[config.mk]
export PLATFORM = sky130hd
export DESIGN_NAME = tlic_top
export DESIGN_NICKNAME = d
export VERILOG_FILES = /design/src/inc/tlic_pkg.sv /design/src/tlic_edge_sync.sv /design/src/tlic_top.sv
export SDC_FILE = /design/constraint.sdc
export NUM_CORES = 1
export LEC_CHECK = 0
export BUFFER_PORTS_ARGS = -buffer_cell sky130_fd_sc_hd__buf_2
export CORE_ASPECT_RATIO = 0.8
export CORE_MARGIN = 3
export CORE_UTILIZATION = 57
export CTS_CLUSTER_DIAMETER = 30
export DETAILED_ROUTE_END_ITERATION = 12
export GPL_TIMING_DRIVEN = 0
export MAX_ROUTING_LAYER = met4
export PLACE_DENSITY = 0.78
export SYNTH_ARGS = -nofsm -noshare
export SYNTH_HDL_FRONTEND = slang
export SYNTH_SLANG_ARGS = --single-unit
[constraint.sdc]
create_clock -name mclk -period 2.3 [get_ports mclk]
set_input_delay 0.345 -clock mclk [delete_from_list [all_inputs] [get_ports mclk]]
set_output_delay 0.345 -clock mclk [all_outputs]
set_load 0.01 [all_outputs]
[src/inc/tlic_pkg.sv]
package tlic_pkg;

  // Bus and level sizes
  localparam int ADDR_W      = 16;
  localparam int DATA_W      = 8;
  localparam int SRC_PER_LVL = 8;
  localparam int NUM_LVL     = 3;
  localparam int NUM_SRC     = 24;

  typedef logic [ADDR_W-1:0] tlic_addr_t;
  typedef logic [DATA_W-1:0] tlic_byte_t;

  // Register offsets
  localparam tlic_addr_t OFF_FLG_HIGH = 16'h0040;
  localparam tlic_addr_t OFF_FLG_MID  = 16'h0041;
  localparam tlic_addr_t OFF_FLG_LOW  = 16'h0042;
  localparam tlic_addr_t OFF_EN_HIGH  = 16'h0043;
  localparam tlic_addr_t OFF_EN_MID   = 16'h0044;
  localparam tlic_addr_t OFF_EN_LOW   = 16'h0045;
  localparam tlic_addr_t OFF_TOP_NUM  = 16'h0046;
  localparam tlic_addr_t OFF_PEND_LVL = 16'h0047;
  localparam tlic_addr_t OFF_IRQ_STS  = 16'h0048;
  localparam tlic_addr_t OFF_IRQ_MSK  = 16'h0049;

  // Reset values and fixed codes
  localparam tlic_byte_t RST_FLAGS   = 8'h00;
  localparam tlic_byte_t RST_EN      = 8'h00;
  localparam tlic_byte_t RST_RDATA   = 8'h00;
  localparam logic [2:0] RST_STS     = 3'h0;
  localparam logic [2:0] RST_MSK     = 3'h0;
  localparam tlic_byte_t NONE_NUM    = 8'hFF;
  localparam tlic_byte_t HIGH_VALID  = 8'h7F;
  localparam tlic_byte_t BASE_HIGH   = 8'h10;
  localparam tlic_byte_t BASE_MID    = 8'h08;
  localparam tlic_byte_t BASE_LOW    = 8'h00;

  // Pending-level and status bit positions
  localparam int LVL_HIGH_POS = 2;
  localparam int LVL_MID_POS  = 1;
  localparam int LVL_LOW_POS  = 0;

  // High level source positions
  localparam int HI_TICK_POS   = 6;
  localparam int HI_SPI_POS    = 5;
  localparam int HI_COUNTER_A_SRC_POS   = 4;
  localparam int HI_COUNTER_C_SRC_POS   = 3;
  localparam int HI_CODEC_POS  = 2;
  localparam int HI_LTX_POS    = 1;
  localparam int HI_LRX_POS    = 0;

  // Middle level source positions
  localparam int MI_ATX_POS    = 7;
  localparam int MI_ARX_POS    = 6;
  localparam int MI_P5_POS     = 5;
  localparam int MI_P4_POS     = 4;
  localparam int MI_SEC_POS    = 3;
  localparam int MI_WAKE_POS   = 2;
  localparam int MI_P1_POS     = 1;
  localparam int MI_P0_POS     = 0;

  // Low level source positions
  localparam int LO_P7_POS     = 7;
  localparam int LO_P6_POS     = 6;
  localparam int LO_COUNTER_B_SRC_POS   = 5;
  localparam int LO_COUNTER_D_SRC_POS   = 4;
  localparam int LO_P3_POS     = 3;
  localparam int LO_P2_POS     = 2;
  localparam int LO_LFLOW_POS  = 1;
  localparam int LO_AFLOW_POS  = 0;

endpackage

[src/tlic_edge_sync.sv]
`timescale 1ns/1ps
module tlic_edge_sync (
  // Clock and reset
  input  wire logic                          mclk,
  input  wire logic                          sys_rst,
  // Raw sources and detected rising edges
  input  wire logic [tlic_pkg::NUM_SRC-1:0]  raw,
  output logic      [tlic_pkg::NUM_SRC-1:0]  rise
);
  import tlic_pkg::*;

  typedef struct packed {
    logic [NUM_SRC-1:0] s1;
    logic [NUM_SRC-1:0] s2;
    logic [NUM_SRC-1:0] s3;
  } tlic_sync_s;

  tlic_sync_s st_r;
  tlic_sync_s st_nxt;

  // Two-flop synchroniser plus one delay stage for edge detection
  always_comb begin
    st_nxt    = st_r;
    st_nxt.s1 = raw;
    st_nxt.s2 = st_r.s1;
    st_nxt.s3 = st_r.s2;
  end

  // Sampled on the fastest clock
  always_ff @(posedge mclk) begin
    if (sys_rst) begin
      st_r <= '0;
    end else begin
      st_r <= st_nxt;
    end
  end

  // Rising edge seen only on the synchronised copy
  assign rise = st_r.s2 & ~st_r.s3;

  a_edge_after_sync: assert property (@(posedge mclk) disable iff (sys_rst)
    ##3 ((rise & ~$past(raw, 2)) == '0))
    else $error("edge reported without synchronised high level");

endmodule // tlic_edge_sync

[src/tlic_top.sv]
`timescale 1ns/1ps
// Function
// - Twenty-three sources are taken in three levels of eight bits (high bit 7 reserved), each level in one 8-bit flag register.
// - Every source passes a two-flop synchroniser on the system clock before edge detection.
// - A set flag raises and holds the processor line of its own level, one line per level.
// - A flag is set only by a rising edge while its enable bit is one.
// - Writing one to a flag bit clears it and writing zero leaves it alone.
// - Reset clears every flag and every enable bit.
// - The top number register shows the highest set flag and reads FF when none is set.
// - The pending-level register shows high, middle and low activity on bits 2, 1 and 0.
// - The high register maps tick, serial port, counters A and C, codec and link serial tx and rx.
// - The middle register maps app serial tx and rx, port bits 5 and 4, second tick, wake-up, bits 1 and 0.
// - The low register maps port bits 7 and 6, counters B and D, port bits 3 and 2 and both flow controls.
// - Each enable register holds one bit per source at the flag position and resets to zero.
module tlic_top (
  // Clock and reset
  input  wire logic                  mclk,
  input  wire logic                  sys_rst,
  // Register port
  input  wire tlic_pkg::tlic_addr_t  addr,
  input  wire tlic_pkg::tlic_byte_t  wr_data,
  input  wire logic                  wr_en,
  input  wire logic                  rd_en,
  output tlic_pkg::tlic_byte_t       rd_data,
  // High level sources
  input  wire logic                  slow_tick_fast_src,
  input  wire logic                  spi_src,
  input  wire logic                  counter_a_src,
  input  wire logic                  counter_c_src,
  input  wire logic                  codec_src,
  input  wire logic                  link_serial_tx_src,
  input  wire logic                  link_serial_rx_src,
  // Middle level sources
  input  wire logic                  app_serial_tx_src,
  input  wire logic                  app_serial_rx_src,
  input  wire logic                  in_port_bit5_src,
  input  wire logic                  in_port_bit4_src,
  input  wire logic                  second_tick_src,
  input  wire logic                  wakeup_src,
  input  wire logic                  in_port_bit1_src,
  input  wire logic                  in_port_bit0_src,
  // Low level sources
  input  wire logic                  in_port_bit7_src,
  input  wire logic                  in_port_bit6_src,
  input  wire logic                  counter_b_src,
  input  wire logic                  counter_d_src,
  input  wire logic                  in_port_bit3_src,
  input  wire logic                  in_port_bit2_src,
  input  wire logic                  link_serial_flow_src,
  input  wire logic                  app_serial_flow_src,
  // Processor lines and summary interrupt
  output logic                       cpu_line_high,
  output logic                       cpu_line_middle,
  output logic                       cpu_line_low,
  output logic                       irq
);
  import tlic_pkg::*;

  typedef struct packed {
    tlic_byte_t flg_h;
    tlic_byte_t flg_m;
    tlic_byte_t flg_l;
    tlic_byte_t en_h;
    tlic_byte_t en_m;
    tlic_byte_t en_l;
    logic [2:0] sts;
    logic [2:0] msk;
    tlic_byte_t rdat;
    logic       line_h;
    logic       line_m;
    logic       line_l;
    logic       irq;
  } tlic_state_s;

  localparam tlic_state_s ST_RST = '{
    flg_h: RST_FLAGS, flg_m: RST_FLAGS, flg_l: RST_FLAGS,
    en_h: RST_EN, en_m: RST_EN, en_l: RST_EN,
    sts: RST_STS, msk: RST_MSK, rdat: RST_RDATA,
    line_h: 1'b0, line_m: 1'b0, line_l: 1'b0, irq: 1'b0};

  tlic_state_s st_r;
  tlic_state_s st_nxt;

  tlic_byte_t         raw_h;
  tlic_byte_t         raw_m;
  tlic_byte_t         raw_l;
  logic [NUM_SRC-1:0] rise;
  tlic_byte_t         rise_h;
  tlic_byte_t         rise_m;
  tlic_byte_t         rise_l;
  tlic_byte_t         top_num;
  tlic_byte_t         pend_lvl;

  // Index of the highest set bit in one level
  function automatic logic [2:0] tlic_msb(input tlic_byte_t v);
    logic [2:0] r;
    r = 3'h0;
    for (int i = 0; i < SRC_PER_LVL; i++) begin
      if (v[i]) begin
        r = 3'(i);
      end
    end
    return r;
  endfunction

  // Top pending number from three flag sets
  function automatic tlic_byte_t tlic_top_num(input tlic_byte_t h,
                                              input tlic_byte_t m,
                                              input tlic_byte_t l);
    tlic_byte_t r;
    r = NONE_NUM;
    if (|h) begin
      r = BASE_HIGH + {5'h00, tlic_msb(h)};
    end else if (|m) begin
      r = BASE_MID + {5'h00, tlic_msb(m)};
    end else if (|l) begin
      r = BASE_LOW + {5'h00, tlic_msb(l)};
    end
    return r;
  endfunction

  // Source placement in the high level register
  always_comb begin
    raw_h              = 8'h00; // Reserved bit 7 stays low
    raw_h[HI_TICK_POS]  = slow_tick_fast_src;
    raw_h[HI_SPI_POS]   = spi_src;
    raw_h[HI_COUNTER_A_SRC_POS]  = counter_a_src;
    raw_h[HI_COUNTER_C_SRC_POS]  = counter_c_src;
    raw_h[HI_CODEC_POS] = codec_src;
    raw_h[HI_LTX_POS]   = link_serial_tx_src;
    raw_h[HI_LRX_POS]   = link_serial_rx_src;
  end

  // Source placement in the middle level register
  always_comb begin
    raw_m              = 8'h00;
    raw_m[MI_ATX_POS]  = app_serial_tx_src;
    raw_m[MI_ARX_POS]  = app_serial_rx_src;
    raw_m[MI_P5_POS]   = in_port_bit5_src;
    raw_m[MI_P4_POS]   = in_port_bit4_src;
    raw_m[MI_SEC_POS]  = second_tick_src;
    raw_m[MI_WAKE_POS] = wakeup_src;
    raw_m[MI_P1_POS]   = in_port_bit1_src;
    raw_m[MI_P0_POS]   = in_port_bit0_src;
  end

  // Source placement in the low level register
  always_comb begin
    raw_l               = 8'h00;
    raw_l[LO_P7_POS]    = in_port_bit7_src;
    raw_l[LO_P6_POS]    = in_port_bit6_src;
    raw_l[LO_COUNTER_B_SRC_POS]  = counter_b_src;
    raw_l[LO_COUNTER_D_SRC_POS]  = counter_d_src;
    raw_l[LO_P3_POS]    = in_port_bit3_src;
    raw_l[LO_P2_POS]    = in_port_bit2_src;
    raw_l[LO_LFLOW_POS] = link_serial_flow_src;
    raw_l[LO_AFLOW_POS] = app_serial_flow_src;
  end

  // Synchronise and edge-detect all 24 source bits
  tlic_edge_sync u_edge (
    .mclk    (mclk),
    .sys_rst (sys_rst),
    .raw     ({raw_l, raw_m, raw_h}),
    .rise    (rise)
  );

  // Split edges back into levels
  assign rise_h = rise[7:0] & HIGH_VALID;
  assign rise_m = rise[15:8];
  assign rise_l = rise[23:16];

  // Read-only views of the current flags
  assign top_num  = tlic_top_num(st_r.flg_h, st_r.flg_m, st_r.flg_l);
  assign pend_lvl = {5'h00, |st_r.flg_h, |st_r.flg_m, |st_r.flg_l};

  // Next state: flags, enables, status, read data, lines
  always_comb begin
    logic [2:0] sts_set;
    logic [2:0] sts_clr;
    tlic_byte_t clr_h;
    tlic_byte_t clr_m;
    tlic_byte_t clr_l;
    tlic_byte_t set_h;
    tlic_byte_t set_m;
    tlic_byte_t set_l;
    sts_set = 3'h0;
    sts_clr = 3'h0;
    clr_h   = 8'h00;
    clr_m   = 8'h00;
    clr_l   = 8'h00;
    set_h   = 8'h00;
    set_m   = 8'h00;
    set_l   = 8'h00;
    st_nxt  = st_r;

    // Write one to clear a flag
    if (wr_en && addr == OFF_FLG_HIGH) clr_h = wr_data;
    if (wr_en && addr == OFF_FLG_MID)  clr_m = wr_data;
    if (wr_en && addr == OFF_FLG_LOW)  clr_l = wr_data;

    // Enable and mask registers, status clear
    if (wr_en && addr == OFF_EN_HIGH) st_nxt.en_h = wr_data & HIGH_VALID;
    if (wr_en && addr == OFF_EN_MID)  st_nxt.en_m = wr_data;
    if (wr_en && addr == OFF_EN_LOW)  st_nxt.en_l = wr_data;
    if (wr_en && addr == OFF_IRQ_MSK) st_nxt.msk  = wr_data[2:0];
    if (wr_en && addr == OFF_IRQ_STS) sts_clr     = wr_data[2:0];

    // Edge sets a flag only when enabled; set beats clear
    set_h = rise_h & st_r.en_h;
    set_m = rise_m & st_r.en_m;
    set_l = rise_l & st_r.en_l;
    st_nxt.flg_h = ((st_r.flg_h & ~clr_h) | set_h) & HIGH_VALID;
    st_nxt.flg_m = (st_r.flg_m & ~clr_m) | set_m;
    st_nxt.flg_l = (st_r.flg_l & ~clr_l) | set_l;

    // Sticky per-level event status, set beats clear
    sts_set[LVL_HIGH_POS] = |set_h;
    sts_set[LVL_MID_POS]  = |set_m;
    sts_set[LVL_LOW_POS]  = |set_l;
    st_nxt.sts = (st_r.sts & ~sts_clr) | sts_set;

    // Processor lines held while any flag of the level is set
    st_nxt.line_h = |st_nxt.flg_h;
    st_nxt.line_m = |st_nxt.flg_m;
    st_nxt.line_l = |st_nxt.flg_l;
    st_nxt.irq    = |(st_nxt.sts & st_nxt.msk);

    // Read data valid in the cycle after the strobe only
    st_nxt.rdat = 8'h00;
    if (rd_en) begin
      unique case (addr)
        OFF_FLG_HIGH: st_nxt.rdat = st_r.flg_h;
        OFF_FLG_MID:  st_nxt.rdat = st_r.flg_m;
        OFF_FLG_LOW:  st_nxt.rdat = st_r.flg_l;
        OFF_EN_HIGH:  st_nxt.rdat = st_r.en_h;
        OFF_EN_MID:   st_nxt.rdat = st_r.en_m;
        OFF_EN_LOW:   st_nxt.rdat = st_r.en_l;
        OFF_TOP_NUM:  st_nxt.rdat = top_num;
        OFF_PEND_LVL: st_nxt.rdat = pend_lvl;
        OFF_IRQ_STS:  st_nxt.rdat = {5'h00, st_r.sts};
        OFF_IRQ_MSK:  st_nxt.rdat = {5'h00, st_r.msk};
        default:      st_nxt.rdat = 8'h00;
      endcase
    end
  end

  // State register, synchronous reset clears flags and enables
  always_ff @(posedge mclk) begin
    if (sys_rst) begin
      st_r <= ST_RST;
    end else begin
      st_r <= st_nxt;
    end
  end

  // Outputs straight from flops
  assign rd_data         = st_r.rdat;
  assign cpu_line_high   = st_r.line_h;
  assign cpu_line_middle = st_r.line_m;
  assign cpu_line_low    = st_r.line_l;
  assign irq             = st_r.irq;

  // Checks
  a_flag_needs_en: assert property (@(posedge mclk) disable iff (sys_rst)
    ##1 (((st_r.flg_m & ~$past(st_r.flg_m)) & ~$past(st_r.en_m)) == 8'h00))
    else $error("middle flag set while disabled");

  a_w1c_clears: assert property (@(posedge mclk) disable iff (sys_rst)
    (wr_en && addr == OFF_FLG_LOW) |=> ((st_r.flg_l & $past(wr_data) & ~$past(rise_l)) == 8'h00))
    else $error("low flag survived a one write");

  a_w0_keeps: assert property (@(posedge mclk) disable iff (sys_rst)
    (wr_en && addr == OFF_FLG_MID) |=> ((~$past(wr_data) & $past(st_r.flg_m) & ~st_r.flg_m) == 8'h00))
    else $error("middle flag lost on a zero write");

  a_reset_clear: assert property (@(posedge mclk)
    sys_rst |=> (st_r.flg_h == 8'h00 && st_r.flg_m == 8'h00 && st_r.flg_l == 8'h00 &&
                 st_r.en_h == 8'h00 && st_r.en_m == 8'h00 && st_r.en_l == 8'h00))
    else $error("flags or enables not cleared by reset");

  a_line_follow: assert property (@(posedge mclk) disable iff (sys_rst)
    (cpu_line_high == (|st_r.flg_h)) && (cpu_line_low == (|st_r.flg_l)))
    else $error("processor line disagrees with its flags");

  a_none_reads_ff: assert property (@(posedge mclk) disable iff (sys_rst)
    (rd_en && addr == OFF_TOP_NUM && {st_r.flg_h, st_r.flg_m, st_r.flg_l} == 24'h000000)
    |=> rd_data == 8'hFF)
    else $error("top number not FF with nothing pending");

  a_high_outranks: assert property (@(posedge mclk) disable iff (sys_rst)
    (|st_r.flg_h) |-> (top_num[7:3] == 5'h02 && st_r.flg_h[top_num[2:0]]))
    else $error("high level flag not reported first");

  a_mid_order: assert property (@(posedge mclk) disable iff (sys_rst)
    (st_r.flg_h == 8'h00 && |st_r.flg_m) |->
      (top_num[7:3] == 5'h01 && (st_r.flg_m >> top_num[2:0]) == 8'h01))
    else $error("middle level order wrong");

  a_pend_read: assert property (@(posedge mclk) disable iff (sys_rst)
    (rd_en && addr == OFF_PEND_LVL) |=>
      rd_data == {5'h00, $past(|st_r.flg_h), $past(|st_r.flg_m), $past(|st_r.flg_l)})
    else $error("pending level read wrong");

  a_rsvd_zero: assert property (@(posedge mclk) disable iff (sys_rst)
    st_r.flg_h[7] == 1'b0 && st_r.en_h[7] == 1'b0)
    else $error("reserved high bit set");

  a_enable_write: assert property (@(posedge mclk) disable iff (sys_rst)
    (wr_en && addr == OFF_EN_LOW) |=> st_r.en_l == $past(wr_data))
    else $error("low enable not written");

  a_edge_to_line: assert property (@(posedge mclk) disable iff (sys_rst)
    (|(rise_m & st_r.en_m)) |=> cpu_line_middle)
    else $error("enabled middle edge did not raise line");

  a_set_wins: assert property (@(posedge mclk) disable iff (sys_rst)
    (wr_en && addr == OFF_FLG_HIGH) |=>
      ((($past(rise_h) & $past(st_r.en_h)) & ~st_r.flg_h) == 8'h00))
    else $error("high edge lost against a same cycle clear");

  a_low_edge_sets: assert property (@(posedge mclk) disable iff (sys_rst)
    (|(rise_l & st_r.en_l)) |=>
      ((($past(rise_l) & $past(st_r.en_l)) & ~st_r.flg_l) == 8'h00))
    else $error("enabled low edge did not set its flag");

  a_line_holds: assert property (@(posedge mclk) disable iff (sys_rst)
    (cpu_line_high && !(wr_en && addr == OFF_FLG_HIGH)) |=> cpu_line_high)
    else $error("high line dropped without a clear");

  a_top_none: assert property (@(posedge mclk) disable iff (sys_rst)
    ({st_r.flg_h, st_r.flg_m, st_r.flg_l} == 24'h000000) |-> (top_num == NONE_NUM))
    else $error("top number not FF with no flag");

  a_low_order: assert property (@(posedge mclk) disable iff (sys_rst)
    (st_r.flg_h == 8'h00 && st_r.flg_m == 8'h00 && |st_r.flg_l) |->
      (top_num[7:3] == 5'h00 && (st_r.flg_l >> top_num[2:0]) == 8'h01))
    else $error("low level order wrong");

  a_en_high_write: assert property (@(posedge mclk) disable iff (sys_rst)
    (wr_en && addr == OFF_EN_HIGH) |=> st_r.en_h == ($past(wr_data) & HIGH_VALID))
    else $error("high enable not written");

  a_reset_idle: assert property (@(posedge mclk)
    sys_rst |=> (top_num == NONE_NUM && !cpu_line_high && !cpu_line_middle && !cpu_line_low))
    else $error("lines or top number not idle after reset");

endmodule // tlic_top

* Yosys cells after proc, flatten, opt, wreduce, memory -nomap -nowiden
Index checks and enable logic that the tools add are counted.
** Operators by class
- Shift-type cells :: 0
- Reduce and logical (&&, ||, !) cells :: 19
- Multiply operators :: 0
- Order comparisons :: 0
- $add $sub $neg :: 2
- Bitwise logic cells :: 19
- Eq/ne operators :: 10
- Div/mod/pow operators :: 0
- Muxes and demuxes :: 33
** Operators with widths (count)
- $eq A16 B7 Y1 const B :: 10
- $pmux W8 S10 :: 1
- $mux W3 :: 22
- $reduce_or A8 Y1 :: 8
- $mux W8 :: 5
- $and A8 B8 Y8 :: 4
- $and A24 B24 Y24 :: 1
- $not A24 Y24 :: 1
- $not A8 Y8 :: 2
- $or A8 B8 Y8 :: 2
- $and A7 B7 Y7 :: 2
- $logic_and A1 B1 Y1 :: 8
- $mux W7 :: 1
- $not A7 Y7 :: 1
- $or A7 B7 Y7 :: 1
- $reduce_or A7 Y1 :: 1
- $add A5 B3 Y6 const A :: 1
- $and A3 B3 Y3 :: 2
- $add A4 B3 Y5 const A :: 1
- $mux W1 :: 3
- $not A3 Y3 :: 1
- $or A3 B3 Y3 :: 1
- $reduce_or A3 Y1 :: 1
- $mux W2 :: 1
- other kinds (2) :: 2
** Word-level totals
- Flip-flop bits (word level) :: 136
- Logic and storage cells :: 100
- Memories :: 0
- Input bits :: 51
- Output and inout bits :: 12
- Latch bits :: 0
- RAM bits :: 0
- Memory bits (read-only) :: 0

* Depth between registers and ports, before layout
Gate-level depths: netlist of the first run.
- Word-level depth :: 13
- Depth in mapped cells :: 8
- Gate-level depth less buffers :: 6

* Cells and area by module
Synthesis of the first run repeated with hierarchy kept, for this count alone.
** Unflattened totals
- Cells, all modules :: 618
- Area total of the unflattened synthesis :: 5651.7 um2
** By module, submodules not included
- tlic_top :: area an instance 3519.6 um2, times used 1, seq. area each 1281.2 um2, cells each 442
- tlic_edge_sync :: area an instance 2132.0 um2, times used 1, seq. area each 1441.4 um2, cells each 176

* Worst setup path after synthesis of the first run
Ideal clock, no wire load.
- Kind :: input -> register
- Start :: input addr[10]
- End :: register st_r, in the netlist cpu_line_low
- Data required time :: 2161 ps
- Setup slack :: 495 ps
- Library setup time :: 139 ps
- Stages on the path :: 7
- Buffers on the path :: 1
- Arrival :: 1666 ps
- Path through :: nor4_4 -> and3_1 -> buf_2 -> nand3b_4 -> o21ai_0 -> and3_1 -> a41oi_1
** Between the ends
- Cells in the longest elaborated chain, start to end :: 7
** Ends and longest elaborated chain
- start, declared :: line tlic_top.sv:20 : input wire tlic_pkg::tlic_addr_t addr,
- $eq A16 B7 Y1 :: line tlic_top.sv:200 : if (wr_en && addr == OFF_FLG_LOW) clr_l = wr_data;
- $logic_and A1 B1 Y1 :: line tlic_top.sv:200
- $mux W8 :: line tlic_top.sv:200
- $not A8 Y8 :: line tlic_top.sv:215 : st_nxt.flg_l = (st_r.flg_l & ~clr_l) | set_l;
- $and A8 B8 Y8 :: line tlic_top.sv:215
- $or A8 B8 Y8 :: line tlic_top.sv:215
- $reduce_or A8 Y1 :: line tlic_top.sv:226 : st_nxt.line_l = |st_nxt.flg_l;
- end signal, assigned :: line tlic_top.sv:253 : st_r <= st_nxt;
- end, declared :: line tlic_top.sv:81 : tlic_state_s st_r;
Every way passes these cells.
A chain may end at the register's enable or synchronous reset.

* Worst setup path in the final report of the first run
- Start :: register st_r[55] (netlist name)
- End :: register st_r, in the netlist rd_data[1]
** Between the ends
- Cells in the longest elaborated chain, start to end :: 9
- Elaborated cells on any way between the ends :: 10
- Those cells by class :: add/sub: 1; mux: 8; reduce/logical: 1
** Ends and longest elaborated chain
- $mux W3 (3 in series) :: line tlic_top.sv:99 : if (v[i]) begin
- $mux W3 :: line tlic_top.sv:114 : end else if (|m) begin
- $mux W3 :: line tlic_top.sv:112 : if (|h) begin
- $add A4 B3 Y5 :: line tlic_top.sv:115 : r = BASE_MID + {5'h00, tlic_msb(m)};
- $mux W8 :: line tlic_top.sv:114
- $mux W8 :: line tlic_top.sv:112
- $pmux W8 S10 * :: line tlic_top.sv:232 : unique case (addr)
Mark *: on every way between the ends. The rest lies on a longest branch, timed or not. The select of a mux whose other input is x is not followed.

==> impl_metrics.tcl, run 1 <==
set metrics [dict create \
    initial_utilization 0.602 \
    antenna_found_initial 0 \
    synth_top_family_by_area "simple AND/OR/NAND/NOR gates" \
    end_kind "flop" \
    syn_area_um2 5270 \
    slew_viol_final 0 \
    dp_cells 724 \
    post-place-ws_ns -0.125 \
    cp.required_ns 2.59 \
    ys_seq_area_frac 0.506 \
    clock_latency_ns 0.42 \
    worst_slew_pin_slew_ns 0.894 \
    cp.arrival_ns 2.46 \
    netlist_instances 553 \
    max_freq_mhz 461 \
    die_width_um 113 \
    place_hpwl_mm 12.4 \
    ys_types 58 \
    clockPowerShare 0.533 \
    clock_sinks 133 \
    skew_ns 0.0124 \
    yosysMostFrequentCell "dfxtp_1" \
    hold_slack_ns 0.134 \
    leakage_nw 2.52 \
    firstDrtPassIters 5 \
    yosysWarnings 0 \
    synth-edff-count 0 \
    cts_resized 0 \
    final_util 0.725 \
    grt_pass1_wl_mm 27.2 \
    post-route-period-util 0.944 \
    crit_type "flop to flop" \
    finalCriticalPeriod_ns 2.17 \
    synth_ff_type "dfxtp_1" \
    pwr-share-seq 0.427 \
    rsz0062_at_grt "false" \
    vias 4867 \
    n_antenna_cell 0 \
    synthToLayoutAreaGrowth_pct 20.4 \
    synthAdderAreaFrac 0 \
    power_density_nw_per_um2 876 \
    ios 63 \
    wire_per_inst_um 23.2 \
    ys_seq_elements 133 \
    synth_compound_area_frac 0.135 \
    root_buffer "clkbuf_16" \
    comb_power_share 0.041 \
    numCtsBuffers 17 \
    grt_usage 0.355 \
    ir_worst_vdd_v 0.000748 \
    vias_per_cell 6.44 \
    synth_area_leaders "dfxtp_1, nor2b_1, mux2i_1" \
    syn_area_per_cell_um2 9.52 \
    place.port_buffers 59 \
    clk_pin_slew_ns 0.06 \
    cts_tree "done" \
    status "finished clean" \
    grt_pass1_vias 4834 \
    die_area_um2 10400 \
    synth_xor_area_frac 0 \
    cts_hold_buf 0 \
    cap_violations 0 \
    finalHoldViolCount 0 \
    worst_slack_ns 0.129 \
    fp.dieH_um 92.0 \
    yosys-mux-area-fraction 0.0478 \
    min_path_type "primary input to flop" \
    drc_errors 0 \
    drive_gt1_frac 0.179 \
    gp_congestion 0.990 \
    grt_overflow 0 \
    post-synth-top-area-cell "dfxtp_1" \
    grt_max_degree 17 \
    htreeDepth 4 \
    cts_max_path_buffers 2 \
    p_sw_w 0.00127 \
    nNetsFinal 682 \
    synthTopCellsByCount "dfxtp_1, nor2b_1, a21oi_1, nor2_1, nand2_1" \
    worst_setup_path_start_kind "flop" \
    netSwitchingFraction 0.229 \
    setup_violations 0 \
    yosys.area_share.simple 0.278 \
    core_area_um2 8750 \
    critPathMaxFanout 5 \
    num_rows 30 \
    synthArstFlopShare 0 \
    cts_setup_buffers 0 \
    ant_nets 0 \
    n_fill_cell 587 \
    final_cells 756 \
    dr.first_iter.drc_count 553 \
    synth_nets 604 \
    p_int_w 0.00428 \
    max-slew-margin-rel 0.404 \
    drt_wl_total_mm 17.5 \
    yosys.area.top_type_share 0.506 \
]
kinds of logic (layout without fill, tap and decap cells):
family	after synthesis	in the layout
buf+inv	36	127
compound gates	116	116
simple gates	243	243
flops	133	133
mux	25	25
layout make-up:
type	count	area, um^2	area share
repair buffers	59	295	0.0466
inverters	6	22.5	0.00355
plain buffers	30	156	0.0247
flip-flops and latches	133	2660	0.420
multi-input cells	384	2420	0.382
clock buffers	18	429	0.0677
well taps	112	140	0.0221
clock inverters	14	211	0.0333
registers in the layout (all words and copies together) (netlist names):
register / count
st_r: 52
u_edge.st_nxt: 46
u_edge.st_r: 23
rd_data: 8
cpu_line_high: 1
cpu_line_low: 1
cpu_line_middle: 1
irq: 1
through the flow:
step                total power, W  TNS (ns)  cell area (um^2)
floorplan                  0.00252         0              5270
global placement           0.00262    -0.710              5700
detailed placement         0.00263    -0.670              5700
CTS                        0.00554         0              6340
global route               0.00567         0              6340
finish                     0.00555         0              6340
power by group through the flow:
stage	Combinational (W)	Sequential, W	Clock, W
after floorplan	0.000109	0.00241	0
after global placement	0.000208	0.00241	0
after detailed placement	0.000215	0.00242	0
after CTS	0.000220	0.00237	0.00295
after global routing	0.000240	0.00237	0.00305
final	0.000225	0.00237	0.00296
cell usage in the layout, fill, tap and decap left out, drive strengths merged, types with 2 or more instances in the layout:
cell type  instances
and4               6
a21oi             44
nor4b              5
o21bai             3
a32o               2
a31oi              4
mux2i             24
nor3              10
inv               13
and3               4
a21boi             2
o31a               2
o2bb2ai            2
o21ai             32
nor2              41
nand2b             2
clkinv             2
nor4              10
clkbuf            35
dfxtp            133
buf               72
bufinv             4
nand3             11
nand2             40
a41oi              3
nand3b            24
nand4              8
and2               5
nor2b             72
a221oi             3
a22oi              6
or4                2
critical path, stage by stage, from the launching register on:
cell,delay [ns]
dfxtp_1,0.37
nor4_2,0.47
o211ai_1,0.25
o32a_1,0.22
o221a_1,0.25
nor4_1,0.40
nor2_1,0.08
final timing paths:
check / from / to / slack [ns] / cells after the start
setup / recovery: st_r[55] / rd_data[1] / 0.13 / 6
hold / removal: in_port_bit2_src / u_edge.st_nxt[42] / 0.13 / 2
setup reg to reg: st_r[55] / rd_data[1] / 0.13 / 6
hold reg to reg: u_edge.st_nxt[44] / u_edge.st_nxt[20] / 0.44 / 1
layer usage:
metal	vias up	GRT usage	wire, um
met5	-	-	0
met4	0	0.163	754
met3	76	0.0831	2070
met2	349	0.541	7730
met1	2315	0.449	6970
li1	2127	-	-
Note: power is estimated with default switching activity, not from simulation.
==> inputs of run 2 (changes only) <==
--- a/config.mk
+++ b/config.mk
@@ -5,15 +5,15 @@
 export SDC_FILE = /design/constraint.sdc
 export NUM_CORES = 1
 export LEC_CHECK = 0
+export ABC_AREA = 1
 export BUFFER_PORTS_ARGS = -buffer_cell sky130_fd_sc_hd__buf_2
 export CORE_ASPECT_RATIO = 0.8
 export CORE_MARGIN = 3
-export CORE_UTILIZATION = 57
+export CORE_UTILIZATION = 58
 export CTS_CLUSTER_DIAMETER = 30
 export DETAILED_ROUTE_END_ITERATION = 12
-export GPL_TIMING_DRIVEN = 0
 export MAX_ROUTING_LAYER = met4
-export PLACE_DENSITY = 0.78
+export PLACE_DENSITY = 0.79
 export SYNTH_ARGS = -nofsm -noshare
 export SYNTH_HDL_FRONTEND = slang
 export SYNTH_SLANG_ARGS = --single-unit
==> run 2 against run 1 <==
  * Flip-flop and latch count unchanged
  * Non-clock buffer count down 21
  * Clock skew down 0.0049 ns
  * Register-to-register slack gained 0.40 ns
  * Critical path type unchanged
  * Largest power group unchanged
==> impl_metrics.tcl, run 2 <==
set metrics [dict create \
    status "finished clean" \
    dp_cells 953 \
    hp-start "in_port_bit3_src" \
    slew_viol_final 0 \
    synthAdderAreaFrac 0 \
    critPathMaxFanout 4 \
    yosys.area_share.simple 0.293 \
    antenna_found_initial 1 \
    synth_top_family_by_area "simple AND/OR/NAND/NOR gates" \
    die_area_um2 11100 \
    fp.dieH_um 94.6 \
    tns_ns 0 \
    yosysWarnings 0 \
    core_area_um2 9310 \
    ios 63 \
    ys_seq_area_frac 0.467 \
    finalCriticalPeriod_ns 1.78 \
    crit_top_cell "nand2_1" \
    finalHoldViolCount 0 \
    grt_pass1_wl_mm 24.4 \
    post-synth-top-area-cell "dfxtp_1" \
    clock_sinks 133 \
    reg2reg_from "st_r[55]" \
    startpoint "st_r[55]" \
    synth_nets 857 \
    worst_slew_pin_slew_ns 0.539 \
    drt_wl_total_mm 15.5 \
    max-slew-margin-rel 0.640 \
    worst_setup_path_start_kind "flop" \
    netlist_instances 806 \
    cp.required_ns 2.62 \
    slowest_delay_ns 0.32 \
    ir_worst_vdd_v 0.000705 \
    gp_congestion 0.973 \
    min_path_type "primary input to flop" \
    final_cell_mix "inv_1, nor2_1, dfxtp_1" \
    synth_xor_area_frac 0 \
    ys_seq_elements 133 \
    wire_per_inst_um 15.7 \
    cp.arrival_ns 2.10 \
    synth_ff_type "dfxtp_1" \
    die_width_um 117 \
    crit_type "flop to flop" \
    drc_errors 0 \
    worst-path-buf-inv 2 \
    synthTopCellsByCount "inv_1, nor2_1, dfxtp_1, nand2_1, a21oi_1" \
    hold_slack_ns 0.121 \
    ant_nets 0 \
    syn_area_um2 5700 \
    synth-edff-count 0 \
    grt_overflow 0 \
    skew_ns 0.00753 \
    end_kind "flop" \
    syn_area_per_cell_um2 7.07 \
    clk_pin_slew_ns 0.06 \
    synth_compound_area_frac 0.0951 \
    crit_family "simple AND/OR/NAND/NOR gates" \
    slowest_stage "dfxtp_1" \
    place.port_buffers 62 \
    post-route-period-util 0.772 \
    final_util 0.708 \
    setup_violations 0 \
    cts_resized 0 \
    grt_usage 0.301 \
    crit_chain "inv_1 -> nand2_1 -> nor3_1 -> nand2_1 -> nor2_1 -> nand2_1 -> nand2_1 -> nand2_1 -> nand2_1 -> nand3_1 -> nand2_1 -> inv_1" \
    power_density_nw_per_um2 813 \
    clock_latency_ns 0.42 \
    synthArstFlopShare 0 \
    cts_setup_buffers 0 \
    grt_pass1_vias 5020 \
    nNetsFinal 908 \
    grt_max_degree 102 \
    final_common_cell "inv_1" \
    num_rows 31 \
    final_area_um2 6590 \
    place_hpwl_mm 10.8 \
    cts_hold_buf 0 \
    synthToLayoutAreaGrowth_pct 15.7 \
    final_cells 986 \
    vias_per_cell 5.31 \
    root_buffer "clkbuf_16" \
    synth_area_leaders "dfxtp_1, inv_1, nor2_1" \
    yosys-mux-area-fraction 0 \
    max_freq_mhz 563 \
    vias 5236 \
    firstDrtPassIters 6 \
    yosys.area.top_type_share 0.467 \
    htreeDepth 4 \
    cap_violations 0 \
    placed_cell_area_um2 5980 \
    leakage_nw 3.06 \
    dr.first_iter.drc_count 498 \
    largest-register "st_r" \
    largest_reg_flops 52 \
    initial_utilization 0.612 \
    drive_gt1_frac 0.136 \
    numCtsBuffers 17 \
    cts_max_path_buffers 2 \
    ys_types 28 \
    cts_tree "done" \
    rsz0062_at_grt "false" \
    yosysMostFrequentCell "inv_1" \
]
## run 2: changes by cell type after synthesis, moves of 23 or more
cell | previous run | this run
inv_1 | 6 | 154
mux2i_1 | 24 | 0
nand4_1 | 8 | 35
nor2b_1 | 72 | 0
nand3_1 | 9 | 38
nand2_1 | 39 | 124
nand3b_1 | 23 | 0
nor2_1 | 41 | 144
## run 2: kinds of logic (layout without fill, tap and decap cells)
family / Yosys count / count (layout)
AOI/OAI and AO/OA: 104 / 104
DFF: 133 / 133
other: 0 / 1
and+or+nand+nor: 378 / 378
buffers and inverters: 191 / 255
## run 2: through the flow
| stage | power, W | setup slack [ns] |
|---|---|---|
| final | 0.00536 | 0.524 |
| after global routing | 0.00551 | 0.371 |
| after CTS | 0.00537 | 0.557 |
| after detailed placement | 0.00261 | 0.221 |
| after global placement | 0.00260 | 0.223 |
| after floorplan | 0.00252 | 0.777 |
## run 2: per-layer routing
layer,up-vias,share of wire,track usage,wire length [um]
met5,-,0,-,0
met4,0,0.029,0.131,452
met3,42,0.077,0.0737,1190
met2,215,0.47,0.476,7320
met1,2373,0.42,0.366,6550
li1,2606,-,-,-
## run 2: layout make-up
class	instances	area, um^2
fillers	750	2720
clock buffers	19	433
diodes	1	2.50
clock inverters	13	171
flip-flops and latches	133	2660
well taps	115	144
repair buffers	68	380
inverters	155	582
multi-input cells	482	2220
## run 2: power by group
group / internal [W] / total [W] / switching (W)
clock: 0.00172 / 0.00279 / 0.00107
sequential: 0.00235 / 0.00237 / 0.0000158
combinational: 0.0000652 / 0.000201 / 0.000136
## run 2: final timing paths
check / cells after the start / end / slack, ns
setup / recovery: 12 / rd_data[1] / 0.52
hold / removal: 3 / u_edge.st_nxt[43] / 0.12
setup reg to reg: 12 / rd_data[1] / 0.52
hold reg to reg: 2 / u_edge.st_nxt[1] / 0.40
## run 2: worst register-to-register path: cells and delay by family (launching register included)
family	cells	cell delay, ns
buffers and inverters	2	0.15
DFF	1	0.32
and+or+nand+nor	10	1.23
